$ cat src/lsi_pkg.sv
// Package for the LED status indicator channel: register layout and timing.
// Assumes a single 40 MHz system clock and a plain address/strobe register port.
package lsi_pkg;
    // ------------------------------------------------------------
    // Register map
    // ------------------------------------------------------------
    localparam logic [3:0] LED3_STATUS_CONTROL_ADDR = 4'h0;
    localparam logic [3:0] LINK_STATUS_REGISTER_ADDR = 4'h4;
    localparam logic [31:0] LED3_STATUS_CONTROL_RESET = 32'h0000_0090;

    // ------------------------------------------------------------
    // Field positions
    // ------------------------------------------------------------
    localparam int COLLISION_ENABLE_BIT = 0;
    localparam int JABBER_ENABLE_BIT = 1;
    localparam int RX_ACTIVITY_ENABLE_BIT = 2;
    localparam int RX_POLARITY_ENABLE_BIT = 3;
    localparam int TX_ACTIVITY_ENABLE_BIT = 4;
    localparam int STRETCH_ENABLE_BIT = 7;
    localparam int INDICATOR_FLOAT_BIT = 13;
    localparam int INDICATOR_DRIVE_POLARITY_BIT = 14;
    localparam int INDICATOR_STATE_BIT = 15;
    localparam int LINK_PASS_FLAG_BIT = 0;

    // ------------------------------------------------------------
    // Timing
    // ------------------------------------------------------------
    localparam int CLK_FREQ_HZ = 40_000_000;
    localparam int HEARTBEAT_WINDOW_NS = 4000;
    // Longest time: round down
    localparam int HEARTBEAT_WINDOW_CYCLES = (HEARTBEAT_WINDOW_NS * (CLK_FREQ_HZ / 1_000_000)) / 1000;
    localparam int STRETCH_CYCLES = 4000;
    localparam int CNT_W = 12;

    typedef enum logic [1:0] {
        LSI_IDLE = 2'b00,
        LSI_STRETCH = 2'b01
    } lsi_stretch_state_t;
endpackage

$ cat src/lsi_stretch.sv
// Pulse stretcher for the LED indication.
// Assumes event is synchronous to clk_sys; restarts on each rising edge of event.
module lsi_stretch
    import lsi_pkg::*;
(
    input wire logic clk_sys,
    input wire logic sys_rst,
    input wire logic event_in,
    output logic stretched
);
    logic event_d;
    logic [CNT_W-1:0] count;
    lsi_stretch_state_t state;

    always_ff @(posedge clk_sys or posedge sys_rst) begin
        if (sys_rst) begin
            event_d <= 1'b0;
        end else begin
            event_d <= event_in;
        end
    end

    // New occurrence reloads the interval
    always_ff @(posedge clk_sys or posedge sys_rst) begin
        if (sys_rst) begin
            state <= LSI_IDLE;
            count <= '0;
        end else if (event_in && !event_d) begin
            state <= LSI_STRETCH;
            count <= CNT_W'(STRETCH_CYCLES - 1);
        end else begin
            case (state)
                LSI_IDLE: begin
                    count <= '0;
                end
                LSI_STRETCH: begin
                    if (count == '0) begin
                        state <= LSI_IDLE;
                    end else begin
                        count <= count - 1'b1;
                    end
                end
                default: begin
                    state <= LSI_IDLE;
                end
            endcase
        end
    end

    assign stretched = event_in || (state == LSI_STRETCH);
endmodule

$ cat src/lsi_led_channel.sv
// LED status indicator channel: source OR, drive polarity, float and stretch.
// Assumes all status inputs are synchronous to clk_sys and the host uses
// one-cycle strobes with read data in the following cycle.
//
// Our own choices: the register offsets and the strobed register port.
module lsi_led_channel
    import lsi_pkg::*;
(
    input wire logic clk_sys,
    input wire logic sys_rst,
    input wire logic [3:0] reg_addr,
    input wire logic [31:0] reg_wdata,
    input wire logic reg_wr,
    input wire logic reg_rd,
    output logic [31:0] reg_rdata,
    input wire logic tx_active,
    input wire logic rx_active,
    input wire logic jabber,
    input wire logic collision,
    input wire logic rx_pol_reversed,
    input wire logic aui_selected,
    input wire logic link_pass_flag,
    input wire logic indicator_pin_three_in,
    output logic indicator_pin_three_out,
    output logic indicator_pin_three_oe
);
    // ------------------------------------------------------------
    // Control register
    // ------------------------------------------------------------
    logic [15:0] ctrl;
    logic indicator_state;
    logic tx_d;
    logic [CNT_W-1:0] hb_count;
    logic collision_q;
    logic or_raw;
    logic drive_val;
    logic next_oe;
    logic next_out;

    // Reserved bits 12:8 are not stored, so they read as zero; reserved bits 6:5 are stored and read back
    always_ff @(posedge clk_sys or posedge sys_rst) begin
        if (sys_rst) begin
            ctrl <= LED3_STATUS_CONTROL_RESET[15:0];
        end else if (reg_wr && reg_addr == LED3_STATUS_CONTROL_ADDR) begin
            ctrl <= {1'b0, reg_wdata[14:13], 5'h00, reg_wdata[7:0]};
        end
    end

    // ------------------------------------------------------------
    // Heartbeat window after transmit
    // ------------------------------------------------------------
    // Collision after transmit on AUI is the heartbeat test, not a real one
    always_ff @(posedge clk_sys or posedge sys_rst) begin
        if (sys_rst) begin
            tx_d <= 1'b0;
            hb_count <= '0;
        end else begin
            tx_d <= tx_active;
            // The falling-edge cycle itself is the first masked cycle
            if (tx_d && !tx_active) begin
                hb_count <= CNT_W'(HEARTBEAT_WINDOW_CYCLES - 1);
            end else if (hb_count != '0) begin
                hb_count <= hb_count - 1'b1;
            end
        end
    end

    always_comb begin
        collision_q = collision
            && !(aui_selected && (hb_count != '0 || (tx_d && !tx_active)));
        or_raw = (ctrl[TX_ACTIVITY_ENABLE_BIT] && tx_active)
            || (ctrl[RX_ACTIVITY_ENABLE_BIT] && rx_active)
            || (ctrl[JABBER_ENABLE_BIT] && jabber)
            || (ctrl[RX_POLARITY_ENABLE_BIT] && rx_pol_reversed && link_pass_flag)
            || (ctrl[COLLISION_ENABLE_BIT] && collision_q);
    end

    // ------------------------------------------------------------
    // Status bit: no reset, so it keeps following the sources every cycle, in reset too
    // ------------------------------------------------------------
    always_ff @(posedge clk_sys) begin
        indicator_state <= or_raw;
    end

    // ------------------------------------------------------------
    // Stretch and pin drive
    // ------------------------------------------------------------
    logic stretched;

    lsi_stretch u_stretch (
        .clk_sys(clk_sys),
        .sys_rst(sys_rst),
        .event_in(or_raw),
        .stretched(stretched)
    );

    always_comb begin
        drive_val = ctrl[STRETCH_ENABLE_BIT] ? stretched : or_raw;
        if (ctrl[INDICATOR_FLOAT_BIT]) begin
            next_oe = 1'b0;
            next_out = 1'b0;
        end else if (ctrl[INDICATOR_DRIVE_POLARITY_BIT]) begin
            next_oe = 1'b1;
            next_out = drive_val;
        end else begin
            next_oe = drive_val;
            next_out = 1'b0;
        end
    end

    always_ff @(posedge clk_sys or posedge sys_rst) begin
        if (sys_rst) begin
            indicator_pin_three_oe <= 1'b0;
            indicator_pin_three_out <= 1'b0;
        end else begin
            indicator_pin_three_oe <= next_oe;
            indicator_pin_three_out <= next_out;
        end
    end

    // ------------------------------------------------------------
    // Read port
    // ------------------------------------------------------------
    // Pin input unused: the channel never samples its own pin
    logic unused_pin;
    assign unused_pin = indicator_pin_three_in;

    always_ff @(posedge clk_sys or posedge sys_rst) begin
        if (sys_rst) begin
            reg_rdata <= 32'h0000_0000;
        end else if (reg_rd) begin
            case (reg_addr)
                LED3_STATUS_CONTROL_ADDR: begin
                    reg_rdata <= {16'h0000, indicator_state, ctrl[14:0]};
                end
                LINK_STATUS_REGISTER_ADDR: begin
                    reg_rdata <= {31'h0, link_pass_flag};
                end
                default: begin
                    reg_rdata <= 32'h0000_0000;
                end
            endcase
        end else begin
            reg_rdata <= 32'h0000_0000;
        end
    end
endmodule

$ cat config.mk
export PLATFORM = sky130hd
export DESIGN_NAME = lsi_led_channel
export DESIGN_NICKNAME = d
export VERILOG_FILES = /design/src/lsi_pkg.sv /design/src/lsi_stretch.sv /design/src/lsi_led_channel.sv
export SDC_FILE = /design/constraint.sdc
export NUM_CORES = 1
export LEC_CHECK = 0
export ABC_AREA = 1
export ABC_CLOCK_PERIOD_IN_PS = 1800
export BUFFER_PORTS_ARGS = -buffer_cell sky130_fd_sc_hd__buf_2
export CORE_MARGIN = 3
export CORE_UTILIZATION = 50
export CTS_CLUSTER_SIZE = 25
export DETAILED_ROUTE_END_ITERATION = 12
export PLACE_DENSITY = 0.77
export SLEW_MARGIN = 20
export SYNTH_ARGS = -nofsm -noshare
export SYNTH_HDL_FRONTEND = slang
export SYNTH_SLANG_ARGS = --single-unit
$ cat constraint.sdc
create_clock -name clk_sys -period 1.8 [get_ports clk_sys]
set_input_delay 0.18 -clock clk_sys [delete_from_list [all_inputs] [get_ports clk_sys]]
set_output_delay 0.18 -clock clk_sys [all_outputs]
set_load 0.1 [all_outputs]
* Word level (Yosys, flattened, before mapping)
Index checks and enable logic that the tools add are counted.
Word-level totals: flip-flop bits (word level) 73, input port bits 48, output and inout port bits 34, word-level logic and storage cells 60
Operators by class: $add $sub $neg 2, equality and inequality tests 5, muxes and demuxes 15, reductions and logical operators 28
Operators by type and width (number):
- $mux 12 | 4
- $mux 32 | 1
- $pmux 16 s2 | 1
- $pmux 12 s2 | 1
- $sub 12x1->12 const B | 2
- $logic_not 12->1 | 1
- $reduce_bool 12->1 | 1
- $logic_and 1x1->1 | 11
- $logic_or 1x1->1 | 6
- $mux 1 | 5
- $eq 4x3->1 const B | 1
- $logic_not 4->1 | 1
- $mux 2 | 2
- $pmux 2 s2 | 1
- $reduce_and 2->1 | 2
- $logic_not 1->1 | 3
- $ne 3x1->1 const B | 1
- $ne 3x2->1 const B | 1
- $reduce_bool 3->1 | 1
- $eq 2x1->1 const B | 1
- $logic_not 2->1 | 1
- $ne 2x1->1 const B | 1
- $reduce_bool 2->1 | 1

* Longest topological paths before layout
Gate-level depths: netlist (run 1).
depth in word-level cells 12, depth in mapped cells 11, mapped depth without buffers 11

* Modules after synthesis
Synthesis (run 1) repeated with hierarchy kept, for this count alone.
Second synthesis, totals: cells, all modules 332, area total of the unflattened synthesis 2723.9 um^2
Modules (own cells, without submodules):
- lsi_led_channel | times used 1, cells an instance 211, area an instance 1858.0 um^2, seq. area each 923.4 um^2
- lsi_stretch | times used 1, cells an instance 121, area an instance 865.8 um^2, seq. area each 350.3 um^2

* Worst setup path after synthesis (run 1)
Ideal clock, no wire load.
path type register -> register, from register hb_count[0], to register hb_count[4], library setup time 0.123 ns, arrival 1.322 ns, required time 1.677 ns, path slack 0.356 ns, stages on the path, launching flop included 10, buffers on the path 0, clock period less this slack 1.444 ns, cell sequence dfrtp_1 -> inv_1 -> ha_1 -> nand2_2 -> nor2_4 -> nand2_1 -> nand2_1 -> nor2_1 -> a211oi_1 -> inv_1
Between the ends: longest elaborated chain between the ends 3, elaborated cells between the ends (all ways) 5, those cells by class 1 x add/sub; 2 x mux; 2 x reduce/logical
RTL lines:
- start: declaration | RTL line lsi_led_channel.sv:33 | logic [CNT_W-1:0] hb_count;
- start signal: assignment | RTL line lsi_led_channel.sv:61 | hb_count <= CNT_W'(HEARTBEAT_WINDOW_CYCLES - 1);
- start signal: assignment | RTL line lsi_led_channel.sv:63 | hb_count <= hb_count - 1'b1;
- $sub 12x1->12 | RTL line lsi_led_channel.sv:63
- $mux 12 | RTL line lsi_led_channel.sv:62 | end else if (hb_count != '0) begin
- $mux 12 | RTL line lsi_led_channel.sv:60 | if (tx_d && !tx_active) begin
Several ways; a longest one is shown, not always the timed one. The select of a mux whose other input is x is not followed. A chain may end at the register's enable or synchronous reset.

* Final worst setup path (run 1)
from register hb_count[0], to register u_stretch.count[6]
Between the ends: longest elaborated chain between the ends 10, elaborated cells between the ends (all ways) 12, those cells by class 1 x eq/ne; 1 x mux; 10 x reduce/logical
RTL lines:
- $reduce_bool 12->1 (*) | RTL line lsi_led_channel.sv:70 | && !(aui_selected && (hb_count != '0 || (tx_d && !tx_active)));
- $logic_or 1x1->1 (*) | RTL line lsi_led_channel.sv:70
- $logic_and 1x1->1 (*) | RTL line lsi_led_channel.sv:70
- $logic_not 1->1 (*) | RTL line lsi_led_channel.sv:70
- $logic_and 1x1->1 (*) | RTL line lsi_led_channel.sv:70
- $logic_and 1x1->1 (*) | RTL line lsi_led_channel.sv:75 | || (ctrl[COLLISION_ENABLE_BIT] && collision_q);
- $logic_or 1x1->1 (*) | RTL line lsi_led_channel.sv:75
- via or_raw | RTL line lsi_led_channel.sv:35 | logic or_raw;
- $logic_and 1x1->1 (*) | RTL line lsi_stretch.sv:28 | end else if (event_in && !event_d) begin
- $ne 3x2->1 (no source line) or $reduce_bool 3->1 (tied branches)
- $reduce_and 2->1 (no source line)
- end signal: assignment | RTL line lsi_stretch.sv:30 | count <= CNT_W'(STRETCH_CYCLES - 1);
- end signal: assignment | RTL line lsi_stretch.sv:40 | count <= count - 1'b1;
- end: declaration | RTL line lsi_stretch.sv:12 | logic [CNT_W-1:0] count;
The timed path passes the listed nets; every way through them passes the cells marked *.

==> metrics.md, run 1 <==
| Metric | Value |
|---|---|
| Tot GR Track Use | `0.161` |
| Syn Inst Count | `293` |
| Synth top area share | `0.476` |
| Rows | `25` |
| #FFs+latches synth | `between 50 and 60` |
| Area growth syn-to-layout | `12.1%` |
| Fill count | `438` |
| DP Area | `2710 µm²` |
| Count leader, synth | `nor2_1` |
| Setup ws final | `approximately 0.15 ns` |
| Routability cong. | `roughly 0.76` |
| Clk_lat worst skew | `~0.30 ns` |
| Main synth FF type | `dfrtp_1` |
| Root Driver | `clkbuf_8` |
| IO Port Bufs | `37` |
| HPWL after DPL | `between 3000 and 4000 µm` |
| Top delay family on crit path | `simple AND/OR/NAND/NOR gates` |
| Dpl ws | `between 0.15 and 0.2 ns` |
| Number of distinct library cells after synthesis | `35` |
| Met2 Use GR | `0.273` |
| Leak pwr | `roughly 1.6 nW` |
| Hold crit path type | `in -> reg` |
| Final wirelength | `between 4000 and 5000 µm` |
| Crit-path max cell delay | `approximately 0.37 ns` |
| Max-Cap Viols | `0` |
| Final nets | `385` |
| Grt ovf | `0` |
| Reg2reg start | `hb_count[0]$_DFFE_PP0N_` |
| Core area | `about 4800 µm²` |
| Drt first-iter violations | `52` |
| Vias in the first global route | `~1800` |
| Share of cells above drive strength 1 | `0.244` |
| Die area | `roughly 6000 µm²` |
| Routed WL per cell | `around 11 µm` |
| Post-synth EDFFs | `0` |
| Final Hold Viols | `0` |
| Syn Std Cell Area | `2520 µm²` |
| CP bufs+invs | `1` |
| Unrepaired setup endpoints after global routing | `no` |
| Status | `complete, no violations` |
| Largest net degree at the start of global routing | `51` |
| CP startpoint | `hb_count[0]$_DFFE_PP0N_` |
| Yosys top cell by area | `dfrtp_1` |
| H-tree levels | `2` |
| WP data required | `roughly 2.0 ns` |
| Via count | `between 1500 and 2000` |
| Clock Skews | `0.00980 ns` |
| Share of the yosys chip area belonging to registers | `0.505` |
| Clock Tree Buf Depth | `2` |
| Setup TNS | `0 ns` |
| Final cycle utilization of the critical path | `0.916` |
| Final core occ | `0.591` |
| WHS | `around 0.008 ns` |
| Pre-antenna DRT Iters | `4` |
| GRT busiest layer | `met2` |
| Critical path capture point type | `register` |
| CTS tree | `done` |
| Clk slew on worst S/H paths | `approximately 0.090 ns` |
| Chip width | `between 70 and 80 µm` |
| Crit path arrival time | `between 1.5 and 2 ns` |
| Fin crit period | `1.65 ns` |
| Starting Density | `0.527` |
| Most Frequent Cell on Critical Path | `nand2_4` |
| FFs w/ async S/R, synth | `0.980` |
| Slowest CP cell | `dfrtp_1` |
| Hold path cells | `1` |
| Maximum vdd ir drop | `just over 0.0006 V` |
| Post-synth top cells | `49 x nor2_1, 48 x dfrtp_1, 43 x inv_1, 36 x nand2_1, 21 x buf_4` |
| First-pass GRT wire length | `around 7700 µm` |
| Final setup fails | `0` |
| YS warnings | `0` |
| IO Pins | `between 80 and 90` |
| Critical path cell sequence | `inv_1 > ha_1 > nand2_2 > nor2_4 > nand3_4 > nand2_4 > nand2_4 > nand2_4 > nand2_4 > nand2_1 > nor2_1` |
| Met3 GRT Util | `0.0516` |
| Die height | `77.0 µm` |
| Largest cells by area after synthesis | `dfrtp_1 48%, nor2_1 7.3%, inv_1 6.4%` |
| Fin. max-slew vios | `0` |
| Clock sinks | `~50` |
| Vias per cell | `4.63` |
| CP Max Fanout | `12` |
| Antenna diodes | `0` |
| Post-route ant nets | `0` |
| Reg2Reg Depth | `11` |
| Achievable Freq | `approximately 610 MHz` |
| Critical path type | `reg -> reg` |
| Post-route cell area | `2830 µm²` |
| GRT met1 Usage | `0.194` |
| Hold Crit Start | `tx_active` |
| Cts bufs inserted | `5` |
| Pwr dens | `1030 nW/µm²` |
| Critical path depth | `11` |
| Post-CTS setup buffer count | `0` |
| Initial antenna violation count | `0` |
| Syn Area/Cell | `about 8.6 µm²` |
| DRC violations left | `0` |
| CP Launch Type | `register` |
[stage by stage]
stage,cells,power [mW]
final,403,2.90
after global routing,403,3.09
after CTS,403,2.93
after detailed placement,394,2.21
after global placement,394,2.19
after floorplan,313,2.11
[layout make-up]
class                   count  area (µm²)  area share
flip-flops and latches     51        1270       0.450
inverters                  47         176      0.0624
repair buffers             39         215      0.0761
well taps                  67        83.8      0.0296
multi-input cells         191         976       0.345
clock buffers               7        96.3      0.0341
clock inverters             1        7.51     0.00265
[flip-flops by register name, indices dropped and copies added (netlist names)]
register,count
ctrl,10
indicator_state,1
indicator_pin_three_out,1
u_stretch.event_d,1
reg_rdata,11
indicator_pin_three_oe,1
hb_count,12
tx_d,1
u_stretch.count,12
u_stretch.state,1
[cell usage in the layout (no fill, tap or decap), drive strengths merged]
master / instances
a211oi: 1
a21oi: 20
a31o: 1
a31oi: 1
buf: 38
clkbuf: 7
clkinvlp: 1
conb: 21
dfrtp: 48
dfstp: 2
dfxtp: 1
dlygate4sd3: 1
ha: 2
inv: 47
nand2: 49
nand3: 13
nand4: 3
nor2: 55
nor3: 3
nor4: 1
o21ai: 13
o31ai: 2
or2: 2
xnor2: 1
xor2: 3
[layer usage]
| layer | routed length [µm] | part of all wire |
|---|---|---|
| met1 | 1990 | 0.45 |
| met2 | 2070 | 0.47 |
| met3 | 276 | 0.063 |
| met4 | 53 | 0.012 |
| met5 | 0 | 0 |
[worst reg2reg max path, cell delays in order (launching register included)]
cell and delay (ns):
dfrtp_1 0.37, inv_1 0.10, ha_1 0.20, nand2_2 0.10
nor2_4 0.15, nand3_4 0.11, nand2_4 0.09, nand2_4 0.06
nand2_4 0.08, nand2_4 0.13, nand2_1 0.11, nor2_1 0.04
[power by group]
group          switching, mW  internal (mW)
logic                  0.587          0.202
registers             0.0953           1.31
clock network          0.364          0.350
[final timing paths]
path	end	slack, ns
max in group asynchronous	ctrl[7]$_DFFE_PP1P_	1.06
min	tx_d$_DFF_PP0_	0.008
max	u_stretch.count[6]$_DFFE_PP0P_	0.15
max reg2reg	u_stretch.count[6]$_DFFE_PP0P_	0.15
min reg2reg	reg_rdata[15]$_DFF_PP0_	0.42
min in group asynchronous	indicator_pin_three_out$_DFF_PP0_	0.46
[cell families after synthesis]
group / share of synthesized area
AO/OA/AOI/OAI: 0.0868
XOR/XNOR: 0.0139
adder cells (fa/ha/maj): 0.00991
buffers and inverters: 0.140
flip-flops: 0.505
other: 0.00149
AND/OR/NAND/NOR: 0.243
[what timing repair did]
| item | 4_1_cts | 5_1_grt |
|---|---|---|
| hold endpoints to repair | 48 | 0 |
| gates resized for setup | 0 | 1 |
| hold buffers | 1 | 0 |
| endpoints found under the setup margin | 0 | 3 |
No activity file was read; power rests on OpenSTA's default activity.
==> run 2: changes to the inputs <==
--- a/config.mk
+++ b/config.mk
@@ -13,6 +13,7 @@
 export CTS_CLUSTER_SIZE = 25
 export DETAILED_ROUTE_END_ITERATION = 12
 export PLACE_DENSITY = 0.77
+export RECOVER_POWER = 25
 export SLEW_MARGIN = 20
 export SYNTH_ARGS = -nofsm -noshare
 export SYNTH_HDL_FRONTEND = slang
==> metrics.md, run 2 (synthesized netlist as in run 1, its figures left out) <==
| Metric | Value |
|---|---|
| CP Max Fanout | `12` |
| Pint | `1.85 mW` |
| IO Pins | `82` |
| Via count | `roughly 1900` |
| Starting Density | `0.527` |
| Critical path cell sequence | `inv_1 > ha_1 > nand2_2 > nor2_4 > nand3_4 > nand2_4 > nand2_4 > nand2_4 > nand2_4 > nand2_1 > nor2_1` |
| Grt ovf | `0` |
| Clock sinks | `51` |
| Fill count | `between 400 and 500` |
| WP data required | `about 2.0 ns` |
| Clk_lat worst skew | `about 0.3 ns` |
| Post-route ant nets | `0` |
| Core area | `around 4800 µm²` |
| Max-Cap Viols | `0` |
| Post-route cell area | `2810 µm²` |
| Status | `complete, no violations` |
| Slew @ Worst Pin | `1.17 ns` |
| H-tree levels | `2` |
| Final cycle utilization of the critical path | `0.918` |
| Critical path type | `reg -> reg` |
| Final Hold Viols | `0` |
| Pre-antenna DRT Iters | `4` |
| Clock Skews | `between 0.01 and 0.015 ns` |
| Commonest non-fill, non-tap cell in the layout | `nor2_1` |
| CTS tree | `done` |
| Clock Power Share | `0.246` |
| Max-slew headroom | `0.217` |
| Final nets | `around 390` |
| Hold crit path type | `in -> reg` |
| CP Launch Type | `register` |
| Largest net degree at the start of global routing | `51` |
| Most Frequent Cell on Critical Path | `nand2_4` |
| Initial antenna violation count | `0` |
| Crit-path max cell delay | `0.37 ns` |
| Achievable Freq | `a little over 600 MHz` |
| WHS | `around 0.016 ns` |
| DP Area | `~2700 µm²` |
| Logic pwr share | `0.271` |
| Pwr dens | `1030 nW/µm²` |
| Final wirelength | `about 4400 µm` |
| Vias per cell | `between 4 and 5` |
| Vias in the first global route | `roughly 1800` |
| Rows | `25` |
| Most frequent cells in the layout | `49 x nor2_1, 48 x dfrtp_1, 42 x inv_1` |
| Clk slew on worst S/H paths | `approximately 0.090 ns` |
| Reg2Reg Depth | `11` |
| Sw Ratio | `0.361` |
| First-pass GRT wire length | `between 7000 and 8000 µm` |
| Fin. max-slew vios | `0` |
| Setup TNS | `0 ns` |
| CP startpoint | `hb_count[0]$_DFFE_PP0N_` |
| Share of cells above drive strength 1 | `0.241` |
| Routed WL per cell | `approximately 11 µm` |
| Root Driver | `clkbuf_8` |
| IO Port Bufs | `37` |
| Final core occ | `0.588` |
| Flop2flop setup slack | `between 0.1 and 0.15 ns` |
| Clock Tree Buf Depth | `2` |
| Drt first-iter violations | `52` |
| HPWL after DPL | `about 3200 µm` |
| Final setup fails | `0` |
| Post-CTS setup buffer count | `0` |
| Final Total Pwr | `2.90 mW` |
| Crit path capture | `u_stretch.count[6]$_DFFE_PP0P_` |
| Routability cong. | `0.764` |
| Slowest CP cell | `dfrtp_1` |
| Crit path arrival time | `~1.8 ns` |
| Fin crit period | `between 1.5 and 2 ns` |
| Regs by FF count | `hb_count: 12 flops, u_stretch.count: 12 flops, reg_rdata: 11 flops` |
| Die area | `about 6000 µm²` |
| Psw | `approximately 1.0 mW` |
| Cts bufs inserted | `5` |
| Die height | `~77 µm` |
| Reg2reg end | `u_stretch.count[6]$_DFFE_PP0P_` |
| Leak pwr | `between 1.5 and 2 nW` |
| Flop pwr share | `0.483` |
| Reg2reg start | `hb_count[0]$_DFFE_PP0N_` |
| Tot GR Track Use | `0.161` |
| Antenna diodes | `0` |
| Unrepaired setup endpoints after global routing | `no` |
| DRC violations left | `0` |
| Chip width | `just under 80 µm` |
| Maximum vdd ir drop | `0.000604 V` |
| Area growth syn-to-layout | `11.5%` |
| Critical path capture point type | `register` |
## run 2: cell count changes in the layout (fill, tap and decap cells not counted)
cell      previous run  this run
clkbuf_2             0         1
clkbuf_1             0         1
buf_12               1         0
buf_2               37        36
## run 2: layout make-up
type / instances / area [µm²] / share of cell area
Clock buffer: 7 / 96.3 / 0.0343
Clock inverter: 1 / 7.51 / 0.00267
Inverter: 47 / 176 / 0.0627
Multi-Input combinational cell: 191 / 976 / 0.347
Sequential cell: 51 / 1270 / 0.453
Tap cell: 67 / 83.8 / 0.0298
Timing Repair Buffer: 39 / 199 / 0.0707
## run 2: power by group through the flow
| stage | Combinational (mW) | Clock (mW) | Sequential (mW) |
|---|---|---|---|
| finish | 0.785 | 0.715 | 1.40 |
| global route | 0.878 | 0.783 | 1.42 |
| CTS | 0.796 | 0.729 | 1.40 |
| detailed placement | 0.789 | 0 | 1.42 |
| global placement | 0.770 | 0 | 1.42 |
| floorplan | 0.607 | 0 | 1.50 |
## run 2: worst min-delay path by stage
stage	start	end	slack (ns)	cells after the start
2_1_floorplan	tx_active	tx_d$_DFF_PP0_	0.21	0
3_3_place_gp	sys_rst	u_stretch.count[7]$_DFFE_PP0P_	0.25	3
3_5_place_dp	sys_rst	u_stretch.count[7]$_DFFE_PP0P_	0.25	3
4_1_cts	tx_active	tx_d$_DFF_PP0_	0.001	1
5_1_grt	tx_active	tx_d$_DFF_PP0_	0.02	1
6_report	tx_active	tx_d$_DFF_PP0_	0.02	1
## run 2: worst max-delay path, delay by kind of cell, from the launching register on
family,cells,cell delay [ns]
AND/OR/NAND/NOR,9,0.87
buffers and inverters,1,0.10
adder cells (fa/ha/maj),1,0.20
flip-flops,1,0.37
## run 2: what timing repair did
item / in CTS / in global routing
endpoints found under the setup margin: 0 / 3
hold buffers: 1 / 0
gates resized for setup: 0 / 1
endpoints found under the hold margin: 48 / 0
## run 2: metal layers
layer | wire (µm) | GRT usage | vias up
met5 | 0 | 0 | -
met4 | 53 | 0.0534 | 0
met3 | 273 | 0.0516 | 4
met2 | 2070 | 0.273 | 48
met1 | 1980 | 0.194 | 866
li1 | - | - | 947
## run 2: through the flow
stage | instances | setup slack, ns
floorplan | 313 | 0.356
detailed placement | 394 | 0.152
finish | 403 | 0.148
global placement | 394 | 0.188
CTS | 403 | 0.115
global route | 403 | 0.00641
